===== src/tp_scheme_map.svh =====
// Constants for the teleprotection scheme logic
`ifndef TP_SCHEME_MAP_SVH
`define TP_SCHEME_MAP_SVH
`define CLK_PERIOD_NS     50
`define MS_NS             1000000
`define TICK_CYCLES       (`MS_NS / `CLK_PERIOD_NS)
`define TIMER_W           14
`define DEF_SEND_MS       14'h000a
`define DEF_TRIP_DLY_MS   14'h000a
`define DEF_START_DLY_MS  14'h000a
`define DEF_MIN_BLOCK_MS  14'h000a
`define DEF_PROLONG_MS    14'h000a
`endif


===== src/tp_scheme_pkg.sv =====
// Types for the teleprotection scheme logic
package tp_scheme_pkg;
  typedef enum logic [2:0] {
    SCHEME_OFF          = 3'h0,
    PERMISSIVE_UNDERREACH_MODE = 3'h1,
    PERMISSIVE_OVERREACH_MODE  = 3'h2,
    DIR_COMPARISON_MODE = 3'h3,
    DIR_BLOCKING_MODE   = 3'h4,
    DIRECT_UNDERREACH_MODE     = 3'h5
  } scheme_type;

  typedef enum logic {
    QUAL_PICKUP    = 1'b0,
    QUAL_OVERREACH = 1'b1
  } qualifier_type;

  typedef struct packed {
    logic forward_start;
    logic backward_start;
    logic underreach_start;
    logic overreach_start;
    logic general_trip;
  } starts_type;

  typedef struct packed {
    logic [13:0] send_prolong;
    logic [13:0] trip_delay;
    logic [13:0] start_delay;
    logic [13:0] min_block;
    logic [13:0] block_prolong;
  } times_type;
endpackage


===== src/tp_ms_timer.sv =====
// Millisecond timer: on-delay plus drop-off prolongation
`timescale 1ns/1ns
`include "tp_scheme_map.svh"
module tp_ms_timer
  import tp_scheme_pkg::*;
#(
  parameter int W = `TIMER_W
) (
  // Clock and reset
  input  wire logic         clk,
  input  wire logic         reset_n,
  input  wire logic         tick,
  // Control
  input  wire logic         src,
  input  wire logic [W-1:0] on_ms,
  input  wire logic [W-1:0] off_ms,
  // Result
  output logic              on_done,
  output logic              held
);
  logic [W-1:0] on_cnt_q;
  logic [W-1:0] off_cnt_q;
  wire          on_hit  = (on_cnt_q >= on_ms);
  wire          off_run = (off_cnt_q != '0);

  // Timers count whole ms ticks; the on-delay clears when the source ends, the drop-off then counts down
  always_ff @(posedge clk) begin
    if (!reset_n) begin
      on_cnt_q  <= '0;
      off_cnt_q <= '0;
    end else begin
      if (!src)                on_cnt_q <= '0;
      else if (tick && !on_hit) on_cnt_q <= on_cnt_q + 1'b1;
      if (src)                 off_cnt_q <= off_ms;
      else if (tick && off_run) off_cnt_q <= off_cnt_q - 1'b1;
    end
  end

  assign on_done = src && on_hit;
  assign held    = src || off_run;
endmodule // tp_ms_timer


===== src/tp_scheme_top.sv =====
// Teleprotection scheme logic: send and trip generation
`timescale 1ns/1ns
`include "tp_scheme_map.svh"
module tp_scheme_top
  import tp_scheme_pkg::*;
(
  // Clock and reset
  input  wire logic          CLK_SYS,
  input  wire logic          RESET_N,
  // Configuration
  input  wire scheme_type    SCHEME_SELECT,
  input  wire qualifier_type UNDERREACH_TRIP_QUALIFIER,
  input  wire times_type     TIMES,
  // Protection inputs (pins, synchronised)
  input  wire logic          BLOCK_IN,
  input  wire logic          CHANNEL_FAILURE_IN,
  input  wire logic          RECEIVE_A_IN,
  input  wire logic          RECEIVE_B_IN,
  input  wire starts_type    STARTS_IN,
  // Outputs
  output logic               TELEPROT_TRIP,
  output logic               SEND_OUT
);
  localparam int NSYNC = 9;
  localparam int TICKC = `TICK_CYCLES;

  // ------------------------------------------------------------
  // Input synchronisers: three stages, change taken when 2 and 3 agree
  // ------------------------------------------------------------
  wire  [NSYNC-1:0] raw = {BLOCK_IN, CHANNEL_FAILURE_IN, RECEIVE_A_IN, RECEIVE_B_IN, STARTS_IN};
  logic [NSYNC-1:0] s1_q, s2_q, s3_q, in_q;
  always_ff @(posedge CLK_SYS) begin
    if (!RESET_N) begin
      s1_q <= '0;
      s2_q <= '0;
      s3_q <= '0;
      in_q <= '0;
    end else begin
      s1_q <= raw;
      s2_q <= s1_q;
      s3_q <= s2_q;
      in_q <= (s2_q & s3_q) | (in_q & (s2_q | s3_q));
    end
  end
  wire        blk_i   = in_q[8];
  wire        fail_i  = in_q[7];
  wire        rec_i   = in_q[6] | in_q[5];
  starts_type st;
  assign st = starts_type'(in_q[4:0]);

  // ------------------------------------------------------------
  // Millisecond tick
  // ------------------------------------------------------------
  logic [15:0] div_q;
  logic        tick_q;
  always_ff @(posedge CLK_SYS) begin
    if (!RESET_N) begin
      div_q  <= '0;
      tick_q <= 1'b0;
    end else begin
      tick_q <= (div_q == 16'(TICKC - 1));
      div_q  <= (div_q == 16'(TICKC - 1)) ? '0 : div_q + 1'b1;
    end
  end

  // ------------------------------------------------------------
  // Mode decode
  // ------------------------------------------------------------
  wire off_m  = (SCHEME_SELECT == SCHEME_OFF);
  wire permissive_underreach_mode_m = (SCHEME_SELECT == PERMISSIVE_UNDERREACH_MODE);
  wire permissive_overreach_mode_m = (SCHEME_SELECT == PERMISSIVE_OVERREACH_MODE);
  wire dcmp_m = (SCHEME_SELECT == DIR_COMPARISON_MODE);
  wire dblk_m = (SCHEME_SELECT == DIR_BLOCKING_MODE);
  wire direct_underreach_mode_m = (SCHEME_SELECT == DIRECT_UNDERREACH_MODE);
  wire legal  = permissive_underreach_mode_m | permissive_overreach_mode_m | dcmp_m | dblk_m | direct_underreach_mode_m;
  wire kill   = blk_i | !legal;

  // ------------------------------------------------------------
  // Send generation
  // ------------------------------------------------------------
  wire send_src = (permissive_underreach_mode_m & st.underreach_start)
                | (permissive_overreach_mode_m & (st.overreach_start | st.general_trip))
                | (dcmp_m & (st.forward_start | st.general_trip))
                | (dblk_m & st.backward_start)
                | (direct_underreach_mode_m & st.underreach_start);
  wire send_held;
  tp_ms_timer u_send (
    .clk     (CLK_SYS),
    .reset_n (RESET_N),
    .tick    (tick_q),
    .src     (send_src),
    .on_ms   ('0),
    .off_ms  (TIMES.send_prolong),
    .on_done (),
    .held    (send_held)
  );

  // ------------------------------------------------------------
  // Received blocking with minimum time and prolongation
  // ------------------------------------------------------------
  wire rblk_src = dblk_m & rec_i & !fail_i;
  wire rblk_long;
  tp_ms_timer u_rmin (
    .clk     (CLK_SYS),
    .reset_n (RESET_N),
    .tick    (tick_q),
    .src     (rblk_src),
    .on_ms   (TIMES.min_block),
    .off_ms  ('0),
    .on_done (rblk_long),
    .held    ()
  );
  logic prolong_arm_q;
  logic [`TIMER_W-1:0] pro_cnt_q;
  always_ff @(posedge CLK_SYS) begin
    if (!RESET_N) begin
      prolong_arm_q <= 1'b0;
      pro_cnt_q     <= '0;
    end else begin
      prolong_arm_q <= rblk_long;
      if (rblk_long)
        pro_cnt_q <= TIMES.block_prolong;
      else if (!dblk_m || fail_i)
        pro_cnt_q <= '0;
      else if (tick_q && pro_cnt_q != '0)
        pro_cnt_q <= pro_cnt_q - 1'b1;
    end
  end
  wire blocked = rblk_src | (pro_cnt_q != '0);

  // ------------------------------------------------------------
  // Delayed forward start and permissive underreach trip delay
  // ------------------------------------------------------------
  wire fw_delayed;
  tp_ms_timer u_fwd (
    .clk     (CLK_SYS),
    .reset_n (RESET_N),
    .tick    (tick_q),
    .src     (dblk_m & st.forward_start),
    .on_ms   (TIMES.start_delay),
    .off_ms  ('0),
    .on_done (fw_delayed),
    .held    ()
  );
  wire started  = st.forward_start | st.backward_start | st.underreach_start | st.overreach_start;
  wire permissive_underreach_mode_qual = (UNDERREACH_TRIP_QUALIFIER == QUAL_PICKUP) ? started
                                                              : st.overreach_start;
  wire permissive_underreach_mode_cond = permissive_underreach_mode_m & rec_i & !fail_i & permissive_underreach_mode_qual;
  wire permissive_underreach_mode_done;
  tp_ms_timer u_permissive_underreach_mode (
    .clk     (CLK_SYS),
    .reset_n (RESET_N),
    .tick    (tick_q),
    .src     (permissive_underreach_mode_cond),
    .on_ms   (TIMES.trip_delay),
    .off_ms  ('0),
    .on_done (permissive_underreach_mode_done),
    .held    ()
  );

  // ------------------------------------------------------------
  // Trip generation and output registers
  // ------------------------------------------------------------
  wire trip_src = permissive_underreach_mode_done
                | (permissive_overreach_mode_m & rec_i & !fail_i & st.overreach_start)
                | (dcmp_m & rec_i & !fail_i & st.forward_start)
                | (dblk_m & fw_delayed & !blocked)
                | (direct_underreach_mode_m & rec_i);
  always_ff @(posedge CLK_SYS) begin
    if (!RESET_N) begin
      TELEPROT_TRIP <= 1'b0;
      SEND_OUT      <= 1'b0;
    end else begin
      TELEPROT_TRIP <= trip_src & !kill;
      SEND_OUT      <= send_held & !kill;
    end
  end

  // ------------------------------------------------------------
  // Assertions
  // ------------------------------------------------------------
  AST_KILL_LOW: assert property (@(posedge CLK_SYS) disable iff (!RESET_N)
    $past(kill) |-> !TELEPROT_TRIP && !SEND_OUT) else $error("output active while blocked or off");
  AST_OFF_SEND: assert property (@(posedge CLK_SYS) disable iff (!RESET_N)
    $past(off_m) |-> !SEND_OUT) else $error("send while scheme off");
  AST_PERMISSIVE_UNDERREACH_MODE_SEND: assert property (@(posedge CLK_SYS) disable iff (!RESET_N)
    permissive_underreach_mode_m && st.underreach_start && !kill |=> SEND_OUT) else $error("underreach send missing");
  AST_PERMISSIVE_OVERREACH_MODE_SEND: assert property (@(posedge CLK_SYS) disable iff (!RESET_N)
    permissive_overreach_mode_m && st.general_trip && !kill |=> SEND_OUT) else $error("overreach send missing on trip");
  AST_DCMP_SEND: assert property (@(posedge CLK_SYS) disable iff (!RESET_N)
    dcmp_m && st.forward_start && !kill |=> SEND_OUT) else $error("comparison send missing");
  AST_DBLK_SEND: assert property (@(posedge CLK_SYS) disable iff (!RESET_N)
    dblk_m && st.backward_start && !kill |=> SEND_OUT) else $error("blocking send missing");
  AST_PERMISSIVE_OVERREACH_MODE_TRIP: assert property (@(posedge CLK_SYS) disable iff (!RESET_N)
    permissive_overreach_mode_m && !fail_i && !kill && rec_i && st.overreach_start |=> TELEPROT_TRIP)
    else $error("overreach trip missing");
  AST_DCMP_TRIP: assert property (@(posedge CLK_SYS) disable iff (!RESET_N)
    dcmp_m && !kill && rec_i && st.forward_start && !fail_i |=> TELEPROT_TRIP)
    else $error("comparison trip missing");
  AST_DIRECT_UNDERREACH_MODE_TRIP: assert property (@(posedge CLK_SYS) disable iff (!RESET_N)
    direct_underreach_mode_m && !kill && rec_i |=> TELEPROT_TRIP) else $error("direct trip missing");
  AST_FAIL_NO_PERM: assert property (@(posedge CLK_SYS) disable iff (!RESET_N)
    (permissive_overreach_mode_m || dcmp_m) && fail_i |=> !TELEPROT_TRIP) else $error("permissive trip under channel failure");
  AST_BLOCK_WINS: assert property (@(posedge CLK_SYS) disable iff (!RESET_N)
    dblk_m && blocked |=> !TELEPROT_TRIP) else $error("trip while blocking received");
  AST_PERMISSIVE_UNDERREACH_MODE_QUAL: assert property (@(posedge CLK_SYS) disable iff (!RESET_N)
    permissive_underreach_mode_m && !permissive_underreach_mode_cond |=> !TELEPROT_TRIP) else $error("unqualified underreach trip");
  // A long received block that has just ended must leave the prolongation running
  AST_PROLONG_ARMED: assert property (@(posedge CLK_SYS) disable iff (!RESET_N)
    prolong_arm_q && !rblk_long && TIMES.block_prolong != '0 |-> blocked)
    else $error("received block not prolonged");

  COV_DIRECT_UNDERREACH_MODE: cover property (@(posedge CLK_SYS) direct_underreach_mode_m && TELEPROT_TRIP);
  COV_DBLK: cover property (@(posedge CLK_SYS) dblk_m && TELEPROT_TRIP);
  COV_PROLONG: cover property (@(posedge CLK_SYS) dblk_m && !rblk_src && pro_cnt_q != '0);
  COV_PERMISSIVE_UNDERREACH_MODE: cover property (@(posedge CLK_SYS) permissive_underreach_mode_m && TELEPROT_TRIP);
endmodule // tp_scheme_top


===== config.mk =====
export PLATFORM = sky130hd
export DESIGN_NAME = tp_scheme_top
export DESIGN_NICKNAME = d
export VERILOG_FILES = /design/src/tp_scheme_pkg.sv /design/src/tp_ms_timer.sv /design/src/tp_scheme_top.sv
export VERILOG_INCLUDE_DIRS = /design/src
export SDC_FILE = /design/constraint.sdc
export NUM_CORES = 1
export LEC_CHECK = 0
export BUFFER_PORTS_ARGS = -buffer_cell sky130_fd_sc_hd__buf_2
export CAP_MARGIN = 5
export CORE_ASPECT_RATIO = 1.5
export CORE_UTILIZATION = 40
export CTS_BUF_LIST = sky130_fd_sc_hd__clkbuf_4
export DETAILED_ROUTE_END_ITERATION = 16
export SYNTH_ARGS = -nofsm -noshare
export SYNTH_HDL_FRONTEND = slang
export SYNTH_SLANG_ARGS = --single-unit

===== constraint.sdc =====
create_clock -name CLK_SYS -period 3.7 [get_ports CLK_SYS]
set_input_delay 0.74 -clock CLK_SYS [delete_from_list [all_inputs] [get_ports CLK_SYS]]
set_output_delay 0.74 -clock CLK_SYS [all_outputs]
set_load 0.005 [all_outputs]

==> results of run 1 <==
==> layout make-up <==
| class | count | area (sq um) | share of cell area, % |
|---|---|---|---|
| inverter | 56 | 210 | 2.84 |
| sequential | 125 | 2500 | 33.8 |
| clock buffer | 18 | 135 | 1.82 |
| clock inverter | 14 | 145 | 1.96 |
| antenna | 1 | 2.50 | 0.0338 |
| tap | 203 | 254 | 3.43 |
| timing repair buffer | 93 | 483 | 6.52 |
| multi-input combinational | 567 | 3670 | 49.6 |
==> cell families after synthesis <==
| group | after synthesis | share of synthesized area, % |
|---|---|---|
| simple gates | 290 | 24.3 |
| compound gates | 188 | 17.4 |
| flops | 125 | 38.7 |
| buf+inv | 80 | 4.68 |
| fa+ha+maj | 48 | 9.28 |
| xor+xnor | 35 | 4.74 |
| mux | 6 | 0.947 |
==> cells in the mapped netlist, drive strengths merged (3+ instances only) <==
cell type    n  area (sq um)
a211oi       8          65.1
a21oi       76           380
a31oi        3          18.8
and2        33           206
and3         6          37.5
and4         6          52.6
buf          3          13.8
clkbuf      21          78.8
dfxtp      125          2500
ha          48           601
inv         56           210
mux2i        5          50.1
nand2       53           199
nand2b       7          43.8
nand3       29           145
nand4       18           113
nor2        48           180
nor2b        4          25.0
nor3        17          90.1
nor4         8          50.1
o2111ai      3          26.3
o211ai       3          22.5
o21a         3          22.5
o21ai       53           265
o21bai       3          22.5
o2bb2ai      8          70.1
o31ai       12          90.1
or2          4          27.5
or3         32           200
or4         19           150
xnor2       19           166
xor2        16           140
==> power breakdown <==
part	leakage (nW)	switching [mW]	total [mW]	internal, mW
Clock	0.145	0.523	0.931	0.408
Sequential	1.01	0.0171	1.39	1.37
Combinational	1.74	0.0873	0.170	0.0825
==> final timing paths <==
check	startpoint	endpoint	slack, ns
worst max register to register	u_rmin.on_cnt_q[7]	u_rmin.on_cnt_q[9]	0.99
worst max-delay path	u_rmin.on_cnt_q[7]	u_rmin.on_cnt_q[9]	0.99
worst min-delay path	TIMES[11]	pro_cnt_q[11]	0.42
worst min register to register	s1_q[4]	s2_q[4]	0.44
==> critical path: cells and delay by family (launching register included) <==
family          cells  cell delay, ns
compound gates      4            0.86
fa+ha+maj           1            0.28
buf+inv             1            0.28
flops               1            0.42
simple gates        2            0.80
==> stage by stage <==
step / power, mW / setup WS (ns) / instance area (sq um) / std cells / utilization (%)
global placement: 1.59 / 0.587 / 7120 / 1044 / 45.4
detailed placement: 1.59 / 0.516 / 7120 / 1044 / 45.4
global route: 2.61 / 0.688 / 7400 / 1077 / 47.2
floorplan: 1.52 / 0.925 / 6470 / 772 / -
CTS: 2.53 / 0.961 / 7400 / 1076 / 47.2
finish: 2.49 / 0.993 / 7400 / 1077 / 47.2
==> per-layer routing <==
metal	global-route usage, %	part of all wire (%)	vias to the layer above
met5	0	0	-
met4	5.16	1.1	0
met2	34.0	52	79
met1	20.8	44	2610
met3	3.38	3.0	16
li1	-	-	2965
==> state kept, by name, summed over array words and instances (netlist names), 9 cells and up <==
name,count
pro_cnt_q,14
s1_q,9
u_rmin.on_cnt_q,14
in_q,9
div_q,16
s3_q,9
u_fwd.on_cnt_q,14
u_send.off_cnt_q,14
u_permissive_underreach_mode.on_cnt_q,14
s2_q,9
==> key figures, run 1 <==
Setup path
  • Most used cell, CP: a21oi_1
  • FF-to-FF path depth: 8
  • CP arrival: 3.15 ns
  • Slowest Stage Delay on Critical Path: 0.50 ns
  • Worst path cell trace: ha_1 > a21oi_1 > o21ai_0 > a221oi_1 > nand3_1 > buf_4 > or4_1 > a21oi_1
  • CP Capture Type: flop
  • Worst EP required: 4.15 ns
  • Startpoint Class: flop
  • Critical path class: reg -> reg
  • Crit-path slowest cell: or4_1
  • Crit path max fanout: 16

STA
  • Setup violations, final: 0
  • Fmax: 0.369 GHz
  • Final period util: 73.2%
  • Slew @ Worst Pin: 0.687 ns
  • Fin. Hold Viols: 0
  • Slew HR: 54.1%
  • Min cycle time layout: 2.71 ns
  • RSZ-0062 raised after global routing: no
  • Setup_tns: 0 ns
  • Final Slew Violations: 0
  • Post-Route Skew: 0.0238 ns
  • WHS: 0.424 ns

GRT
  • Antenna violations before repair: 1
  • Grt ovf: 0
  • Tot GR Track Use: 18.1%
  • Largest net degree at the start of global routing: 27
  • First-pass GRT wire length: 24.4 mm
  • Vias in the first global route: 5405

Clocking
  • Clock tree sinks: 125
  • CTS H-tree lvls: 4
  • CTS Buffer Depth: 2
  • Root Buffer: clkbuf_4
  • CTS Buf Count: 17
  • Resized cells post-CTS: 0
  • Worst-Skew Late Latency: 0.52 ns
  • TritonCTS clock tree: done
  • Hold Buf Count CTS: 0
  • Clock-pin slew on the worst setup and hold paths: 0.12 ns
  • Post-CTS Setup Bufs: 0

Yosys
  • Async SR Flop Fraction: 0%
  • Synth Instances: 772
  • Post-Syn Area per Cell: 8.39 sq um
  • Number of synthesized flops with an enable pin: 0
  • #FFs+latches synth: 125
  • Seq/Total Area, Yosys: 38.7%
  • Synth Net Count: 905
  • Synth warn: 0
  • Synth Flop Type: dfxtp_1
  • Post-synthesis cell type count: 56
  • Mapped Area: 6470 sq um

Power
  • P_leak: 2.90 nW
  • Cell Pwr Density: 336 nW/um^2
  • Peak supply drop: 0.277 mV

Detailed routing
  • DR vias/cell: 5.26
  • WL/cell: 13.1 um
  • WL final: 14.1 mm
  • Router iterations before antenna repair: 5
  • DRC viols: 0
  • Initial DRC Count: 203
  • Via total after detailed routing: 5670
  • Remaining antenna violation count: 0

Job
  • Max-cap violations: 0

Floorplanning
  • CORE AREA: 15700 sq um
  • IO Pins: 87
  • Row count: 56
  • DIE AREA: 16700 sq um
  • Die Wd: 106 um
  • Die Ht: 158 um
  • Initial core utilization: 41.2%

Placed design
  • Detailed-placement wirelength estimate: 10.8 mm
  • Port buffer count: 86
  • GPL Wtd Cong: 0.792

Cells and area
  • Most frequent cells in the layout: dfxtp_1, buf_2, a21oi_1, inv_1, nand2_1
  • Most common cell after layout, fill and taps aside: dfxtp_1
  • Synthesis-to-finish area growth: 14.4%
  • Net count, final: 993
  • Fillers: 1616
  • Share of cells above drive strength 1: 15.8%

Min path
  • HP Class: in -> reg
  • WHS Path Cells: 2

Run status
  • Outcome: completed
No activity file was read; power rests on OpenSTA's default activity.
==> run 2, diff against run 1 <==
Clock period 3.7 ns to 2.75 ns, I/O delays scaled along.
==> key figures, run 2 (synthesized netlist as in run 1, its figures left out) <==
Detailed routing
  • WL/cell: 13.3 um (was 13.1 um)
  • Initial DRC Count: 188 (was 203)
  • Remaining antenna violation count: 0 (unchanged)
  • DRC viols: 0 (unchanged)
  • Router iterations before antenna repair: 4 (was 5)
  • DR vias/cell: 5.23 (was 5.26)
  • Via total after detailed routing: 5666 (was 5670)
  • WL final: 14.4 mm (was 14.1 mm)

Clocking
  • Hold Buf Count CTS: 0 (unchanged)
  • Clock tree sinks: 125 (unchanged)
  • Root Buffer: clkbuf_4 (unchanged)
  • Resized cells post-CTS: 0 (unchanged)
  • CTS H-tree lvls: 4 (unchanged)
  • Worst-Skew Late Latency: 0.52 ns (about the same)
  • CTS Buf Count: 17 (unchanged)
  • TritonCTS clock tree: done (unchanged)
  • Clock-pin slew on the worst setup and hold paths: 0.12 ns (about the same)
  • Post-CTS Setup Bufs: 0 (unchanged)
  • CTS Buffer Depth: 2 (unchanged)

STA
  • Slew HR: 54.4% (was 54.1%)
  • Final Slew Violations: 0 (unchanged)
  • Post-Route Skew: 0.0140 ns (was 0.0238 ns)
  • Min cycle time layout: 2.50 ns (was 2.71 ns)
  • RSZ-0062 raised after global routing: no (unchanged)
  • Setup violations, final: 0 (unchanged)
  • Setup ws final: 0.249 ns (was 0.993 ns)
  • Slew @ Worst Pin: 0.682 ns (was 0.687 ns)
  • Fin. Hold Viols: 0 (unchanged)
  • WHS: 0.225 ns (was 0.424 ns)
  • Final period util: 90.9% (was 73.2%)
  • Setup_tns: 0 ns (unchanged)
  • Fmax: 0.400 GHz (was 0.369 GHz)

Setup path
  • Worst path cell trace: ha_1 > a21oi_1 > o21ai_0 > a221oi_1 > nand3_1 > buf_4 > or4_1 > a21oi_1 (unchanged)
  • Startpoint Class: flop (unchanged)
  • Slowest Stage Delay on Critical Path: 0.50 ns (about the same)
  • Crit path max fanout: 14 (was 16)
  • Critical path class: reg -> reg (unchanged)
  • Crit-path slowest cell: or4_1 (unchanged)
  • Worst EP required: 3.20 ns (was 4.15 ns)
  • Worst Path Buf+Inv: 1 (unchanged)
  • Top delay family on crit path: compound AO/OA/AOI/OAI gates (unchanged)
  • CP arrival: 2.95 ns (was 3.15 ns)
  • CP Capture Type: flop (unchanged)
  • Most used cell, CP: a21oi_1 (unchanged)

Power
  • Peak supply drop: 0.320 mV (was 0.277 mV)
  • Cell Pwr Density: 436 nW/um^2 (was 336 nW/um^2)
  • Tot Pwr: 3.25 mW (was 2.49 mW)
  • P_leak: 2.92 nW (was 2.90 nW)

GRT
  • Tot GR Track Use: 17.7% (was 18.1%)
  • Largest net degree at the start of global routing: 30 (was 27)
  • Grt ovf: 0 (unchanged)
  • Antenna violations before repair: 1 (unchanged)
  • Vias in the first global route: 5188 (was 5405)
  • Met1 GRT Util: 19.7% (was 20.8%)
  • GR peak layer: met2 (unchanged)
  • M2 GR Usage: 33.5% (was 34.0%)
  • First-pass GRT wire length: 23.7 mm (was 24.4 mm)
  • M3 GR Usage: 3.79% (was 3.38%)

Cells and area
  • Synthesis-to-finish area growth: 15.1% (was 14.4%)
  • Largest register FFs: 16 (unchanged)
  • Non-Filler Instances: 1084 (was 1077)
  • Share of cells above drive strength 1: 16.4% (was 15.8%)
  • Final core utilization: 47.5% (was 47.2%)
  • Most common cell after layout, fill and taps aside: dfxtp_1 (unchanged)
  • Net count, final: 1001 (was 993)
  • Most frequent cells in the layout: dfxtp_1, buf_2, a21oi_1, inv_1, nand2_1 (unchanged)
  • Most flops, register: div_q (unchanged)
  • Final instance area: 7450 sq um (was 7400 sq um)

Placed design
  • DP Cell Count: 1052 (was 1044)
  • Post-DP Area: 7190 sq um (was 7120 sq um)
  • GPL Wtd Cong: 0.761 (was 0.792)
  • Setup slack at placement: -0.0213 ns (was 0.516 ns)
  • Port buffer count: 86 (unchanged)
  • Detailed-placement wirelength estimate: 10.8 mm (about the same)

Floorplanning
  • Die Ht: 158 um (unchanged)
  • Initial core utilization: 41.2% (unchanged)
  • CORE AREA: 15700 sq um (unchanged)
  • DIE AREA: 16700 sq um (unchanged)
  • Row count: 56 (unchanged)
  • Die Wd: 106 um (unchanged)
  • IO Pins: 87 (unchanged)

Min path
  • HP Class: in -> reg (unchanged)

Job
  • Max-cap violations: 0 (unchanged)

Run status
  • Outcome: completed (unchanged)
==> run 2: cell types whose count changed in the layout (fill, tap and decap cells not counted) <==
cell and change:
buf_12 +1, buf_4 +7, bufinv_16 -1, clkbuf_4 -1, clkinv_1 +1, clkinv_2 -2, clkinv_4 +1, clkinvlp_4 +2
inv_6 -1
==> run 2: final timing paths <==
kind	start	to	slack [ns]	cells past startpoint
hold / removal	RECEIVE_A_IN	s1_q[6]	0.22	2
setup / recovery	u_rmin.on_cnt_q[7]	u_rmin.on_cnt_q[11]	0.25	8
setup reg to reg	u_rmin.on_cnt_q[7]	u_rmin.on_cnt_q[11]	0.25	8
hold reg to reg	s1_q[7]	s2_q[7]	0.44	1
==> run 2: layer usage <==
metal  up-vias  part of all wire, %
li1       2975                    -
met1      2591                   43
met2        89                   53
met3        11                  3.7
met4         0                 0.99
met5         -                    0
==> run 2: cell type report <==
cell class | count | area [sq um]
fill | 1600 | 8250
multi-input combinational | 567 | 3670
sequential | 125 | 2500
timing repair buffer | 101 | 556
tap | 203 | 254
inverter | 56 | 210
clock buffer | 17 | 128
clock inverter | 14 | 124
antenna | 1 | 2.50
==> run 2: power by group <==
part | internal (mW) | switching, mW | total (mW)
clock network | 0.440 | 0.711 | 1.15
logic | 0.111 | 0.118 | 0.229
registers | 1.84 | 0.0227 | 1.87
